### src/crcp_pkg.sv
// Constants, state names and carrier types for the codec reset, cascade
// discovery and power-down block.
// Assumes one master clock at 100 MHz; every count below is in its cycles.
// Operation
// - Low pulse on reset pin starts full reset.
// - Writing one to software reset bit resets.
// - Any reset restores defaults and clears sequential state; the pin sync flops and the reset request clear on power-on reset only.
// - Discovery lasts exactly 132 clocks, any chain.
// - Discovery handles chains of up to sixteen devices.
// - Last device address zero, master holds highest.
// - Phase one drives frame sync; phase two swaps.
// - Master always drives sync; last keeps daisy input.
// - Count clocks until daisy high, then sync low.
// - Chain length and position come from both counts.
// - Power-down bits act at next frame sync.
// - Software power-down tristates output in data frames.
// - Software power-down keeps control writes, drops data.
// - Clearing power-down bits resumes normal operation.
// - Power-down pin low disables clocks, outputs, inputs.
// - Power-down modes preserve all register contents.
package crcp_pkg;

  // Master clock period, in picoseconds.
  localparam int CLOCK_PERIOD_PS = 10000;
  // Whole discovery run and the length of each probing phase, in clocks.
  localparam logic [7:0] INIT_CYCLES = 8'h84;
  localparam logic [7:0] PHASE_CYCLES = 8'h40;
  // Least low time of the hardware reset pin, in clocks.
  localparam int RESET_PIN_MIN_CYCLES = 6;
  // Largest chain and the widths that carry addresses and lengths.
  localparam int MAX_DEVICES = 16;
  localparam int ADDR_W = 4;
  localparam int COUNT_W = 5;
  // Clocks a probe edge needs to pass one device: two sync stages and
  // one output register.
  localparam int SYNC_STAGES = 2;
  localparam int HOP_CYCLES = SYNC_STAGES + 1;

  // Control register 3 layout and reset value.
  localparam int REG3_PD_ADC_BIT = 7;
  localparam int REG3_PD_DAC_BIT = 6;
  localparam int REG3_SW_RESET_BIT = 5;
  localparam logic [7:0] REG3_RESET = 8'h00;

  // Discovery sequencer states.
  typedef enum logic [2:0] {
    CRCP_HOLD,
    CRCP_PROBE_DOWN,
    CRCP_PROBE_UP,
    CRCP_SETTLE,
    CRCP_RUN
  } crcp_state_e;

  // Output level and output enable of one two-way pin.
  typedef struct packed {
    logic drive;
    logic enable;
  } crcp_pin_s;

  // Discovery results.
  typedef struct packed {
    logic ready;
    logic is_master;
    logic is_last;
    logic [COUNT_W-1:0] length;
    logic [ADDR_W-1:0] address;
  } crcp_chain_s;

  // Enables handed to the rest of the codec.
  typedef struct packed {
    logic adc_on;
    logic dac_on;
    logic analog_out_on;
    logic clock_ctrl_on;
    logic digital_io_on;
  } crcp_power_s;

endpackage

### src/crcp_core.sv
// Reset sequencing, cascade discovery and power-down control of one codec.
// Assumes the serial port logic reports frame starts and frame type on
// the master clock, and that neighbours run the same discovery in step.
`timescale 1ns/1ps
module crcp_core (
  // Clock and power-on reset.
  input wire logic clock,
  input wire logic resetn,
  // External pins: hardware reset, power-down and master/slave strap.
  input wire logic reset_pin_n,
  input wire logic power_down_pin_n,
  input wire logic master_select,
  // Frame sync pin.
  input wire logic frame_sync_in,
  output logic frame_sync_out,
  output logic frame_sync_oe,
  // Frame sync daisy pin.
  input wire logic frame_sync_daisy_in,
  output logic frame_sync_daisy_out,
  output logic frame_sync_daisy_oe,
  // Frame sync drive requested by the serial port after discovery.
  input wire logic port_fs_out,
  input wire logic port_fs_oe,
  // Frame timing from the serial port.
  input wire logic frame_start,
  input wire logic data_frame,
  // Control register 3 write from a control frame.
  input wire logic reg3_write,
  input wire logic [7:0] reg3_wdata,
  output logic [7:0] reg3_value,
  // Discovery results.
  output crcp_pkg::crcp_chain_s chain,
  // Serial port gating.
  output logic dout_enable,
  output logic din_ctrl_accept,
  output logic din_data_accept,
  // Power enables for the converters and the rest of the device.
  output crcp_pkg::crcp_power_s power,
  // Internal reset handed to the rest of the codec, active low.
  output logic core_reset_n
);

  // Synchronised copies of every pin.
  logic reset_pin_sync;
  logic power_pin_sync;
  logic master_sync;
  logic fs_sync;
  logic daisy_sync;

  // Sequencer state.
  crcp_pkg::crcp_state_e state;
  crcp_pkg::crcp_state_e next_state;
  logic [7:0] cycle;
  logic [7:0] next_cycle;
  crcp_pkg::crcp_chain_s next_chain;

  // Probe drive registers.
  crcp_pkg::crcp_pin_s fs_probe;
  crcp_pkg::crcp_pin_s daisy_probe;
  crcp_pkg::crcp_pin_s next_fs_probe;
  crcp_pkg::crcp_pin_s next_daisy_probe;

  // Control register 3 and applied power-down state.
  logic [7:0] next_reg3_value;
  logic sw_reset_req;
  logic next_sw_reset_req;
  logic pd_adc;
  logic pd_dac;
  logic next_pd_adc;
  logic next_pd_dac;

  // Phase counter results.
  logic [crcp_pkg::COUNT_W-1:0] down_hops;
  logic [crcp_pkg::COUNT_W-1:0] up_hops;
  logic down_found;
  logic up_found;

  // Combined reset and decoded conditions.
  logic reset_now;
  logic hw_pd;
  logic sw_pd;
  logic probing_down;
  logic probing_up;
  logic last_in_chain;
  logic [crcp_pkg::COUNT_W-1:0] total;

  // Every pin from outside passes two flops before any logic.
  crcp_sync #(
    .RESET_VALUE(1'b0)
  ) u_sync_reset (
    .clock(clock),
    .resetn(resetn),
    .pin(reset_pin_n),
    .level(reset_pin_sync)
  );

  crcp_sync #(
    .RESET_VALUE(1'b1)
  ) u_sync_power (
    .clock(clock),
    .resetn(resetn),
    .pin(power_down_pin_n),
    .level(power_pin_sync)
  );

  crcp_sync #(
    .RESET_VALUE(1'b0)
  ) u_sync_master (
    .clock(clock),
    .resetn(resetn),
    .pin(master_select),
    .level(master_sync)
  );

  crcp_sync #(
    .RESET_VALUE(1'b0)
  ) u_sync_fs (
    .clock(clock),
    .resetn(resetn),
    .pin(frame_sync_in),
    .level(fs_sync)
  );

  crcp_sync #(
    .RESET_VALUE(1'b0)
  ) u_sync_daisy (
    .clock(clock),
    .resetn(resetn),
    .pin(frame_sync_daisy_in),
    .level(daisy_sync)
  );

  // Either reset source, or the power-on reset, clears the block; the sync flops and the reset request clear on the power-on reset alone.
  // The pin reset stays in force for as long as the pin is low.
  assign reset_now = !resetn || !reset_pin_sync || sw_reset_req;
  assign core_reset_n = !reset_now;

  assign hw_pd = !power_pin_sync;
  assign sw_pd = pd_adc && pd_dac;
  assign probing_down = (state == crcp_pkg::CRCP_PROBE_DOWN);
  assign probing_up = (state == crcp_pkg::CRCP_PROBE_UP);
  // A device that saw the daisy level at once sits at the end.
  assign last_in_chain = (down_hops == '0);
  // Zero-based hop counts, so the sum plus one is the chain length.
  assign total = down_hops + up_hops + 1'b1;

  // Phase one: distance to the end of the chain, seen as daisy going high.
  crcp_phase_counter #(
    .COUNT_W(crcp_pkg::COUNT_W),
    .HOP_CYCLES(crcp_pkg::HOP_CYCLES)
  ) u_count_down (
    .clock(clock),
    .resetn(resetn),
    .clear(state == crcp_pkg::CRCP_HOLD),
    .active(probing_down),
    .seen(daisy_sync),
    .hops(down_hops),
    .found(down_found)
  );

  // Phase two: distance from the master, seen as frame sync pulled low.
  crcp_phase_counter #(
    .COUNT_W(crcp_pkg::COUNT_W),
    .HOP_CYCLES(crcp_pkg::HOP_CYCLES)
  ) u_count_up (
    .clock(clock),
    .resetn(resetn),
    .clear(state == crcp_pkg::CRCP_HOLD),
    .active(probing_up && !master_sync),
    .seen(!fs_sync),
    .hops(up_hops),
    .found(up_found)
  );

  // Sequencer: a fixed 132-clock run from the end of any reset, the same
  // length whatever the chain, so all devices finish together.
  always_comb begin
    next_state = state;
    next_cycle = cycle + 8'h01;
    next_chain = chain;
    case (state)
      crcp_pkg::CRCP_HOLD: begin
        next_cycle = 8'h00;
        next_chain = '0;
        next_state = crcp_pkg::CRCP_PROBE_DOWN;
      end
      crcp_pkg::CRCP_PROBE_DOWN: begin
        if (cycle == crcp_pkg::PHASE_CYCLES - 8'h01) begin
          next_state = crcp_pkg::CRCP_PROBE_UP;
        end
      end
      crcp_pkg::CRCP_PROBE_UP: begin
        if (cycle == crcp_pkg::PHASE_CYCLES + crcp_pkg::PHASE_CYCLES
            - 8'h01) begin
          next_state = crcp_pkg::CRCP_SETTLE;
        end
      end
      crcp_pkg::CRCP_SETTLE: begin
        if (cycle == crcp_pkg::INIT_CYCLES - 8'h01) begin
          next_state = crcp_pkg::CRCP_RUN;
          // Addresses count up from the end; the master is highest.
          next_chain.address = down_hops[crcp_pkg::ADDR_W-1:0];
          next_chain.length = total;
          next_chain.is_master = master_sync;
          next_chain.is_last = last_in_chain;
          next_chain.ready = 1'b1;
        end
      end
      crcp_pkg::CRCP_RUN: begin
        next_cycle = cycle;
      end
      default: begin
        next_state = crcp_pkg::CRCP_HOLD;
        next_cycle = 8'h00;
      end
    endcase
  end

  // Sequencer registers; the internal reset holds it at the start.
  always_ff @(posedge clock) begin
    if (reset_now) begin
      state <= crcp_pkg::CRCP_HOLD;
      cycle <= 8'h00;
      chain <= '0;
    end else begin
      state <= next_state;
      cycle <= next_cycle;
      chain <= next_chain;
    end
  end

  // Probe drives. Phase one passes the daisy level up on frame sync;
  // phase two passes a low from the master down on the daisy pins.
  // The master never releases frame sync, and the end device never
  // drives its daisy pin, which has a pull-up outside.
  always_comb begin
    next_fs_probe = '0;
    next_daisy_probe = '0;
    case (next_state)
      crcp_pkg::CRCP_PROBE_DOWN: begin
        next_fs_probe.enable = 1'b1;
        next_fs_probe.drive = daisy_sync;
      end
      crcp_pkg::CRCP_PROBE_UP: begin
        next_fs_probe.enable = master_sync;
        next_fs_probe.drive = 1'b1;
        next_daisy_probe.enable = !last_in_chain;
        next_daisy_probe.drive = master_sync ? 1'b0 : fs_sync;
      end
      crcp_pkg::CRCP_HOLD, crcp_pkg::CRCP_SETTLE: begin
        next_fs_probe.enable = master_sync;
        next_fs_probe.drive = (next_state == crcp_pkg::CRCP_SETTLE);
      end
      default: begin
        next_fs_probe = '0;
        next_daisy_probe = '0;
      end
    endcase
  end

  // Probe drive registers.
  always_ff @(posedge clock) begin
    if (reset_now) begin
      fs_probe <= '0;
      daisy_probe <= '0;
    end else begin
      fs_probe <= next_fs_probe;
      daisy_probe <= next_daisy_probe;
    end
  end

  // Pin outputs. After discovery the serial port owns frame sync, but
  // the hardware power-down still releases every digital output.
  always_comb begin
    if (chain.ready) begin
      frame_sync_out = port_fs_out;
      frame_sync_oe = port_fs_oe && !hw_pd;
      frame_sync_daisy_out = 1'b0;
      frame_sync_daisy_oe = 1'b0;
    end else begin
      frame_sync_out = fs_probe.drive;
      frame_sync_oe = (fs_probe.enable || master_sync) && !hw_pd;
      frame_sync_daisy_out = daisy_probe.drive;
      frame_sync_daisy_oe = daisy_probe.enable && !hw_pd;
    end
  end

  // Control register 3. A write with the reset bit set is not stored:
  // it raises a one-clock internal reset, which reloads the default.
  // Writes are taken in software power-down, never in hardware.
  always_comb begin
    next_reg3_value = reg3_value;
    next_sw_reset_req = 1'b0;
    if (reg3_write && chain.ready && !hw_pd) begin
      if (reg3_wdata[crcp_pkg::REG3_SW_RESET_BIT]) begin
        next_sw_reset_req = 1'b1;
      end else begin
        next_reg3_value = reg3_wdata;
      end
    end
  end

  // Only a reset or a write touches this register; power-down leaves it alone.
  always_ff @(posedge clock) begin
    if (reset_now) begin
      reg3_value <= crcp_pkg::REG3_RESET;
    end else begin
      reg3_value <= next_reg3_value;
    end
  end

  // The reset request clears only on the power-on reset, so that it
  // lives for exactly the clock after the write.
  always_ff @(posedge clock) begin
    if (!resetn) begin
      sw_reset_req <= 1'b0;
    end else begin
      sw_reset_req <= next_sw_reset_req;
    end
  end

  // Power-down bits take effect, and release, at a frame start so a
  // frame is never cut in the middle.
  always_comb begin
    next_pd_adc = pd_adc;
    next_pd_dac = pd_dac;
    if (frame_start) begin
      next_pd_adc = reg3_value[crcp_pkg::REG3_PD_ADC_BIT];
      next_pd_dac = reg3_value[crcp_pkg::REG3_PD_DAC_BIT];
    end
  end

  // Applied power-down state.
  always_ff @(posedge clock) begin
    if (reset_now) begin
      pd_adc <= 1'b0;
      pd_dac <= 1'b0;
    end else begin
      pd_adc <= next_pd_adc;
      pd_dac <= next_pd_dac;
    end
  end

  // Serial gating. Output drops only in data frames of software
  // power-down; control frames keep working so software can wake it.
  assign dout_enable = chain.ready && !hw_pd
                       && !(sw_pd && data_frame);
  assign din_ctrl_accept = chain.ready && !hw_pd && !data_frame;
  assign din_data_accept = chain.ready && !hw_pd && data_frame
                           && !sw_pd;

  // Power enables. The converters follow their own bits; the
  // differential outputs follow the output side.
  always_comb begin
    power.adc_on = chain.ready && !hw_pd && !pd_adc;
    power.dac_on = chain.ready && !hw_pd && !pd_dac;
    power.analog_out_on = chain.ready && !hw_pd && !pd_dac;
    power.clock_ctrl_on = !hw_pd;
    power.digital_io_on = !hw_pd;
  end

endmodule

### src/crcp_phase_counter.sv
// Counts hops within one probing phase and keeps the count at the first
// sighting of the awaited level.
// Assumes clear is held until the phase starts; counts saturate.
`timescale 1ns/1ps
module crcp_phase_counter #(
  parameter int COUNT_W = 5,
  parameter int HOP_CYCLES = 3
) (
  // Clock and reset.
  input wire logic clock,
  input wire logic resetn,
  // Phase control and the awaited condition.
  input wire logic clear,
  input wire logic active,
  input wire logic seen,
  // Captured hop count and whether it was taken.
  output logic [COUNT_W-1:0] hops,
  output logic found
);

  localparam int SUB_W = $clog2(HOP_CYCLES + 1);
  localparam logic [SUB_W-1:0] SUB_LAST = SUB_W'(HOP_CYCLES - 1);

  if (HOP_CYCLES < 1 || COUNT_W < 1) begin : g_bad_params
    $error("crcp_phase_counter needs positive widths and hop length");
  end

  logic [SUB_W-1:0] sub;
  logic [COUNT_W-1:0] run;
  logic [SUB_W-1:0] next_sub;
  logic [COUNT_W-1:0] next_run;
  logic [COUNT_W-1:0] next_hops;
  logic next_found;

  // Cycles in phase divided by the hop length gives the distance.
  always_comb begin
    next_sub = sub;
    next_run = run;
    next_hops = hops;
    next_found = found;
    if (clear) begin
      next_sub = '0;
      next_run = '0;
      next_hops = '0;
      next_found = 1'b0;
    end else if (active) begin
      if (seen && !found) begin
        next_found = 1'b1;
        next_hops = run;
      end
      if (sub == SUB_LAST) begin
        next_sub = '0;
        if (run != {COUNT_W{1'b1}}) begin
          next_run = run + 1'b1;
        end
      end else begin
        next_sub = sub + 1'b1;
      end
    end
  end

  // Counter registers.
  always_ff @(posedge clock) begin
    if (!resetn) begin
      sub <= '0;
      run <= '0;
      hops <= '0;
      found <= 1'b0;
    end else begin
      sub <= next_sub;
      run <= next_run;
      hops <= next_hops;
      found <= next_found;
    end
  end

endmodule

### src/crcp_sync.sv
// Two-stage synchroniser for one pin entering the master clock domain.
// Assumes the pin may change at any time relative to the clock.
`timescale 1ns/1ps
module crcp_sync #(
  parameter logic RESET_VALUE = 1'b0
) (
  // Clock and reset.
  input wire logic clock,
  input wire logic resetn,
  // Pin and its synchronised copy.
  input wire logic pin,
  output logic level
);

  logic first;
  logic next_first;
  logic next_level;

  // Only the second stage is visible outside.
  always_comb begin
    next_first = pin;
    next_level = first;
  end

  // Registers of both stages.
  always_ff @(posedge clock) begin
    if (!resetn) begin
      first <= RESET_VALUE;
      level <= RESET_VALUE;
    end else begin
      first <= next_first;
      level <= next_level;
    end
  end

endmodule
### config.mk
export PLATFORM = sky130hd
export DESIGN_NAME = crcp_core
export DESIGN_NICKNAME = d
export VERILOG_FILES = /design/src/crcp_pkg.sv /design/src/crcp_core.sv /design/src/crcp_phase_counter.sv /design/src/crcp_sync.sv
export SDC_FILE = /design/constraint.sdc
export NUM_CORES = 1
export LEC_CHECK = 0
export BUFFER_PORTS_ARGS = -buffer_cell sky130_fd_sc_hd__buf_2
export CAP_MARGIN = 0
export CELL_PAD_IN_SITES_DETAIL_PLACEMENT = 2
export CELL_PAD_IN_SITES_GLOBAL_PLACEMENT = 2
export CORE_AREA = 2 2 105 107
export CTS_CLUSTER_SIZE = 12
export DETAILED_ROUTE_END_ITERATION = 12
export DIE_AREA = 0 0 107 109
export HOLD_SLACK_MARGIN = 0.03
export PLACE_DENSITY = 0.85
export SLEW_MARGIN = 5
export SYNTH_ARGS = -nofsm -noshare
export SYNTH_HDL_FRONTEND = slang
export SYNTH_SLANG_ARGS = --single-unit
export TNS_END_PERCENT = 30
### constraint.sdc
create_clock -name clock -period 1.75 [get_ports clock]
set_input_delay 0.175 -clock clock [delete_from_list [all_inputs] [get_ports clock]]
set_output_delay 0.175 -clock clock [all_outputs]
set_load 0.05 [all_outputs]
==> metrics.md, run 1 <==
| Metric | Value |
|---|---|
| Status | complete, but fails checks |
| Failing checks | negative setup slack |
| Syn Inst Count | 342 |
| Post-synthesis cell type count | about 50 |
| First-pass GRT wire length | 15700 um |
| Most frequent cells after synthesis | dfxtp_1, nor2_1, nand2_1 |
| Critical Path RT | 2000 ps |
| Root buffer cell | clkbuf_8 |
| Layout net count | 457 |
| Synthesized cell area | 3090 um2 |
| Pleak | 0.00163 uW |
| Max-Cap Viols | 0 |
| CTS tree | done |
| Clock buffer count from CTS | 9 |
| Final max-slew violation count | 0 |
| Fill count | 1134 |
| Drt via density | 4.91 |
| Share of cells above drive strength 1 | 0.360 |
| GRT Residual Overflow | 0 |
| Comb power frac | 0.036 |
| Remaining DRCs | 0 |
| Worst-path clk slew | roughly 70 ps |
| Placed cell count | between 500 and 600 |
| Switching Fraction | 0.222 |
| Die extent in y | between 100 and 150 um |
| Worst Path Buf+Inv | 1 |
| TritonRoute pass-1 iters | 4 |
| Non-Filler Instances | 570 |
| HP Class | in -> reg |
| Crit path launch | cycle[1]$_SDFFE_PN0P_ |
| Clk sink count | 73 |
| Port-buffer cells | 51 |
| Vias | about 2800 |
| Vias in the first global route | 3108 |
| Area Growth Syn to Fin | 35.7% |
| Core ar. | 10600 um2 |
| Clock power frac | 0.442 |
| Number of warnings issued by yosys | 0 |
| Most frequent cell after synthesis | dfxtp_1 |
| Register bit total from synthesis | 73 |
| Psw | 713 uW |
| WP data arrival | roughly 2100 ps |
| Worst setup margin | -106 ps |
| Flop pwr share | 0.522 |
| Asr flop ratio synth | 0 |
| Pint | 2510 uW |
| Htree depth | 3 |
| Worst Setup Start Kind | flip-flop |
| Peak Freq | between 500 and 600 MHz |
| Placed cell areas | 3710 um2 |
| Antenna fix cells | 0 |
| Max VDD drop | 0.329 mV |
| Placer congestion estimate | 0.799 |
| Top FF cell, synth | dfxtp_1 |
| Setup Skew | 13.0 ps |
| Hold Startpoint | reg3_wdata[1] |
| Crit-path max FO | 2 |
| Initial antenna violation count | 0 |
| Final Cycle Share | 1.06 |
| Longest Clk Path Bufs | 2 |
| Starting Density | 0.291 |
| Die W | 107 um |
| Remaining antenna violation count | 0 |
| Synth top area cells | dfxtp_1, nor2_1, mux2i_1 |
| Final instance area | 4190 um2 |
| 1st-iter DRT viols | about 120 |
| Final setup TNS | -469 ps |
| Clock Latency Late Sink | 370 ps |
| Setup violations, final | 8 |
| P per Cell Area | ~770 nW/um2 |
| R2r startpoint | cycle[1]$_SDFFE_PN0P_ |
| GRT Total Usage | 0.177 |
| EDFF count, synth | 0 |
| Post-detailed-routing wire length | 10500 um |
| CP max stage cell | or3_4 |
| RSZ-0062 raised after global routing | yes |
| Post-synth top area cell | dfxtp_1 |
| Top Family by Delay on Critical Path | simple AND/OR/NAND/NOR gates |
| HPWL after DPL | 7050 um |
| Crit path kind | reg -> reg |
| Largest net degree at the start of global routing | 27 |
| Drt wl/cell | roughly 18 um |
| Num rows | 38 |
| Seq/Total Area, Yosys | 0.473 |
| Synth top area share | 0.473 |
| Hold Fails Final Rpt | 0 |
| Crit-path cells | ha_4 -> nand4b_1 -> or3_4 -> a2111oi_4 -> buf_4 -> o21bai_1 |
| Ports | 53 |
| Post-Syn Nets | 372 |
| Min Clock Period, post-route | 1860 ps |
| Worst path max stage delay | 440 ps |
| CP endpoint kind | flip-flop |
| Final hold slack | 45.6 ps |
| Avg Inst Size Synth | about 9.0 um2 |
| Die area | about 12000 um2 |
[power groups by stage]
stage / registers (uW) / logic (uW) / clock network, uW
4_1_cts: 1680 / 114 / 1450
2_1_floorplan: 1720 / 57.0 / 0
6_report: 1680 / 116 / 1420
3_5_place_dp: 1720 / 102 / 0
3_3_place_gp: 1720 / 99.5 / 0
5_1_grt: 1680 / 126 / 1520
[cell usage in the layout, fill, tap and decap left out, types with 3 or more instances in the layout]
master	n
nand2b_1	3
xor2_1	6
dlygate4sd3_1	5
dfxtp_1	61
ha_4	4
nor2_1	51
nand4b_1	3
buf_2	50
nand2_2	3
xnor2_1	7
nand4_1	4
buf_4	35
a21o_1	3
and2_1	9
a21oi_1	26
nand3_1	8
inv_1	8
buf_6	3
nor2_2	5
nor3_1	6
nor2_4	3
mux2i_1	14
clkbuf_8	9
nand2_1	33
dfxtp_2	12
ha_1	4
[metrics by stage]
| step | setup WS [ps] | utilization | power [uW] |
|---|---|---|---|
| 2_1_floorplan | -77.8 | - | 1770 |
| 3_3_place_gp | 0.0328 | 0.350 | 1820 |
| 3_5_place_dp | -120 | 0.350 | 1820 |
| 4_1_cts | -154 | 0.382 | 3240 |
| 5_1_grt | -188 | 0.395 | 3330 |
| 6_report | -106 | 0.395 | 3220 |
[worst register-to-register path, stage by stage (launching register included)]
cell and delay [ps]:
dfxtp_2 360, ha_4 140, nand4b_1 170, or3_4 440, a2111oi_4 380, buf_4 190
o21bai_1 70
[metal layers]
layer	GRT usage	vias to the layer above	share of wire
met5	0	-	0
met4	0.0955	0	0.030
met3	0.0400	25	0.032
met2	0.318	56	0.52
met1	0.193	1391	0.41
li1	-	1324	-
[cell type report]
cell class / count / area, um2 / area share
well taps: 140 / 175 / 0.0418
clock inverters: 4 / 70.1 / 0.0167
flip-flops and latches: 73 / 1480 / 0.352
clock buffers: 10 / 128 / 0.0304
multi-input cells: 241 / 1700 / 0.404
repair buffers: 94 / 617 / 0.147
inverters: 8 / 30.0 / 0.00716
[state kept, by name, summed over array words and instances, names as in the netlist, 3 cells and up]
register / count
cycle: 8
chain: 12
u_count_up.run: 5
u_count_up.hops: 5
state: 3
reg3_value: 7
u_count_down.run: 5
u_count_down.hops: 5
[timing repair]
item,CTS,global route
resized for setup,19,28
buffers inserted,3,4
pin swaps,10,10
hold buffers,5,0
setup endpoints to repair,18,27
hold endpoints to repair,5,0
[cell families (layout without fill, tap and decap cells)]
| family | Yosys count | after routing | synth area share |
|---|---|---|---|
| fa+ha+maj | 10 | 10 | 0.0430 |
| other cells | 1 | 1 | 0.00121 |
| buf+inv | 28 | 116 | 0.0409 |
| compound gates | 44 | 44 | 0.0895 |
| xor+xnor | 15 | 15 | 0.0425 |
| mux | 17 | 17 | 0.0555 |
| simple gates | 154 | 154 | 0.254 |
| flops | 73 | 73 | 0.473 |
[worst paths after layout]
kind         cells past startpoint                        endpoint  slack (ps)
max reg2reg                      6          fs_probe[1]$_SDFF_PN0_        -110
min reg2reg                      1  u_sync_master.level$_SDFF_PN0_         440
max                              6          fs_probe[1]$_SDFF_PN0_        -110
min                              3      reg3_value[1]$_SDFFE_PN0P_          50
Power figures use the tool's default switching activity.
==> run 2: changes to the inputs <==
--- a/config.mk
+++ b/config.mk
@@ -14,6 +14,7 @@
 export DETAILED_ROUTE_END_ITERATION = 12
 export DIE_AREA = 0 0 107 109
 export HOLD_SLACK_MARGIN = 0.03
+export MAX_ROUTING_LAYER = met4
 export PLACE_DENSITY = 0.85
 export SLEW_MARGIN = 5
 export SYNTH_ARGS = -nofsm -noshare
==> metrics.md, run 2 (synthesized netlist as in run 1, its figures left out) <==
| Metric | Value |
|---|---|
| Critical Path RT | approximately 2100 ps |
| WP data arrival | 2170 ps |
| Setup violations, final | 5 |
| Core ar. | 10600 um2 |
| Crit-path cells | ha_4 -> nand4b_1 -> or3_4 -> a2111oi_4 -> nand2_2 -> nor3b_2 |
| Depth of the worst register-to-register path | 6 |
| Commonest non-fill, non-tap cell in the layout | dfxtp_1 |
| Die extent in y | 109 um |
| Remaining antenna violation count | 0 |
| Root buffer cell | clkbuf_8 |
| Max VDD drop | 0.330 mV |
| Drt wl/cell | 18.3 um |
| WP depth | 6 |
| Clock Latency Late Sink | 370 ps |
| Non-Filler Instances | 570 |
| Remaining DRCs | 0 |
| First-pass GRT wire length | 15700 um |
| 1st-iter DRT viols | 119 |
| Drt via density | 4.91 |
| Max-Cap Viols | 0 |
| CTS tree | done |
| Placed cell areas | about 3700 um2 |
| Die area | between 10000 and 15000 um2 |
| Worst-path clk slew | 70 ps |
| GRT Residual Overflow | 0 |
| FF-to-FF End | daisy_probe[1]$_SDFF_PP0_ |
| Biggest regs | chain: 12 flops, cycle: 8 flops, reg3_value: 7 flops |
| RSZ-0062 raised after global routing | yes |
| Hold Path Cell Cnt | 3 |
| Num rows | 38 |
| Pleak | between 0.0015 and 0.002 uW |
| Hold Startpoint | reg3_wdata[1] |
| Share of cells above drive strength 1 | 0.370 |
| Worst path max stage delay | 440 ps |
| Status | complete, but fails checks |
| Final instance area | 4200 um2 |
| Worst Path Buf+Inv | 0 |
| Most frequent cells in the layout | dfxtp_1, nor2_1, buf_2 |
| Area Growth Syn to Fin | 36.1% |
| Vias in the first global route | between 3000 and 4000 |
| Hold Fails Final Rpt | 0 |
| Top reg by flops | chain |
| Ports | 53 |
| Clk sink count | 73 |
| Clock buffer count from CTS | 9 |
| Port-buffer cells | 51 |
| Failing checks | negative setup slack |
| Top Family by Delay on Critical Path | simple AND/OR/NAND/NOR gates |
| Final Cycle Share | 1.07 |
| Largest net degree at the start of global routing | 27 |
| Worst Hold End | reg3_value[1]$_SDFFE_PN0P_ |
| CP endpoint kind | flip-flop |
| Placer congestion estimate | 0.810 |
| Die W | 107 um |
| Fill count | 1132 |
| R2r startpoint | cycle[1]$_SDFFE_PN0P_ |
| Longest Clk Path Bufs | 2 |
| Starting Density | 0.291 |
| Placed cell count | 544 |
| Peak Freq | 535 MHz |
| Crit-path max FO | 2 |
| Min Clock Period, post-route | roughly 1900 ps |
| Area of the multi-input gates | 1710 um2 |
| HP Class | in -> reg |
| HPWL after DPL | 7050 um |
| Post-detailed-routing wire length | ~10000 um |
| P per Cell Area | 765 nW/um2 |
| CP max stage cell | or3_4 |
| Layout net count | 457 |
| Max reg flops | 12 |
| R2R setup slack | -120 ps |
| Worst Setup Start Kind | flip-flop |
| Initial antenna violation count | 0 |
| GRT Total Usage | 0.182 |
| Sequential Area | between 1000 and 1500 um2 |
| Final max-slew violation count | 0 |
| Vias | 2797 |
| Crit path kind | reg -> reg |
| Worst setup margin | -117 ps |
| TritonRoute pass-1 iters | 4 |
| Antenna fix cells | 0 |
| Htree depth | 3 |
| Setup Skew | 9.22 ps |
==> run 2: cell counts in the layout (fill, tap and decap cells not counted) <==
Identical to the previous run, type by type.
==> run 2: worst reg2reg max path, cell delays in order (launching register included) <==
cell and delay, ps:
dfxtp_2 360, ha_4 140, nand4b_1 170, or3_4 440
a2111oi_4 390, nand2_2 130, nor3b_2 160
==> run 2: how the worst max path moves through the flow <==
stage / from / end / slack, ps
finish: cycle[1]$_SDFFE_PN0P_ / daisy_probe[1]$_SDFF_PP0_ / -120
global route: cycle[1]$_SDFFE_PN0P_ / daisy_probe[1]$_SDFF_PP0_ / -180
CTS: cycle[1]$_SDFFE_PN0P_ / daisy_probe[1]$_SDFF_PP0_ / -150
detailed placement: cycle[0]$_SDFFE_PN0P_ / daisy_probe[1]$_SDFF_PP0_ / -120
global placement: cycle[0]$_SDFFE_PN0P_ / daisy_probe[1]$_SDFF_PP0_ / 0.03
floorplan: state[1]$_SDFF_PN0_ / u_count_up.run[3]$_SDFFE_PP0P_ / -80
==> run 2: cell type report <==
class / count / share of cell area
Sequential cell: 73 / 0.351
Tap cell: 140 / 0.0417
Timing Repair Buffer: 94 / 0.147
Clock inverter: 4 / 0.0167
Clock buffer: 10 / 0.0304
Inverter: 8 / 0.00714
Multi-Input combinational cell: 241 / 0.406
==> run 2: where the power goes <==
part / switching (uW) / leakage [uW] / internal (uW)
sequential: 7.53 / 0.000596 / 1670
clock: 636 / 0.000102 / 782
combinational: 65.4 / 0.000928 / 51.0
==> run 2: through the flow <==
step | hold WS, ps | TNS (ps) | total power (uW) | utilization | setup WS, ps
global placement | 361 | 0 | 1820 | 0.350 | 0.0328
detailed placement | 363 | -875 | 1820 | 0.350 | -120
CTS | 39.4 | -447 | 3240 | 0.382 | -154
floorplan | 248 | -227 | 1770 | - | -77.8
global route | 43.0 | -1030 | 3310 | 0.397 | -184
finish | 42.8 | -428 | 3210 | 0.397 | -117
==> run 2: layer usage <==
layer / share of wire / global-route usage / vias up
met5: 0 / - / -
met4: 0.026 / 0.0955 / 0
li1: - / - / 1321
met1: 0.41 / 0.193 / 1399
met2: 0.54 / 0.318 / 58
met3: 0.028 / 0.0400 / 19
==> run 2: what timing repair did <==
item                                    CTS  global route
pin swaps                                10            10
endpoints found under the hold margin     5             0
endpoints found under the setup margin   18            28
setup buffers                             3             4
gates resized for setup                  19            32
hold buffers                              5             0
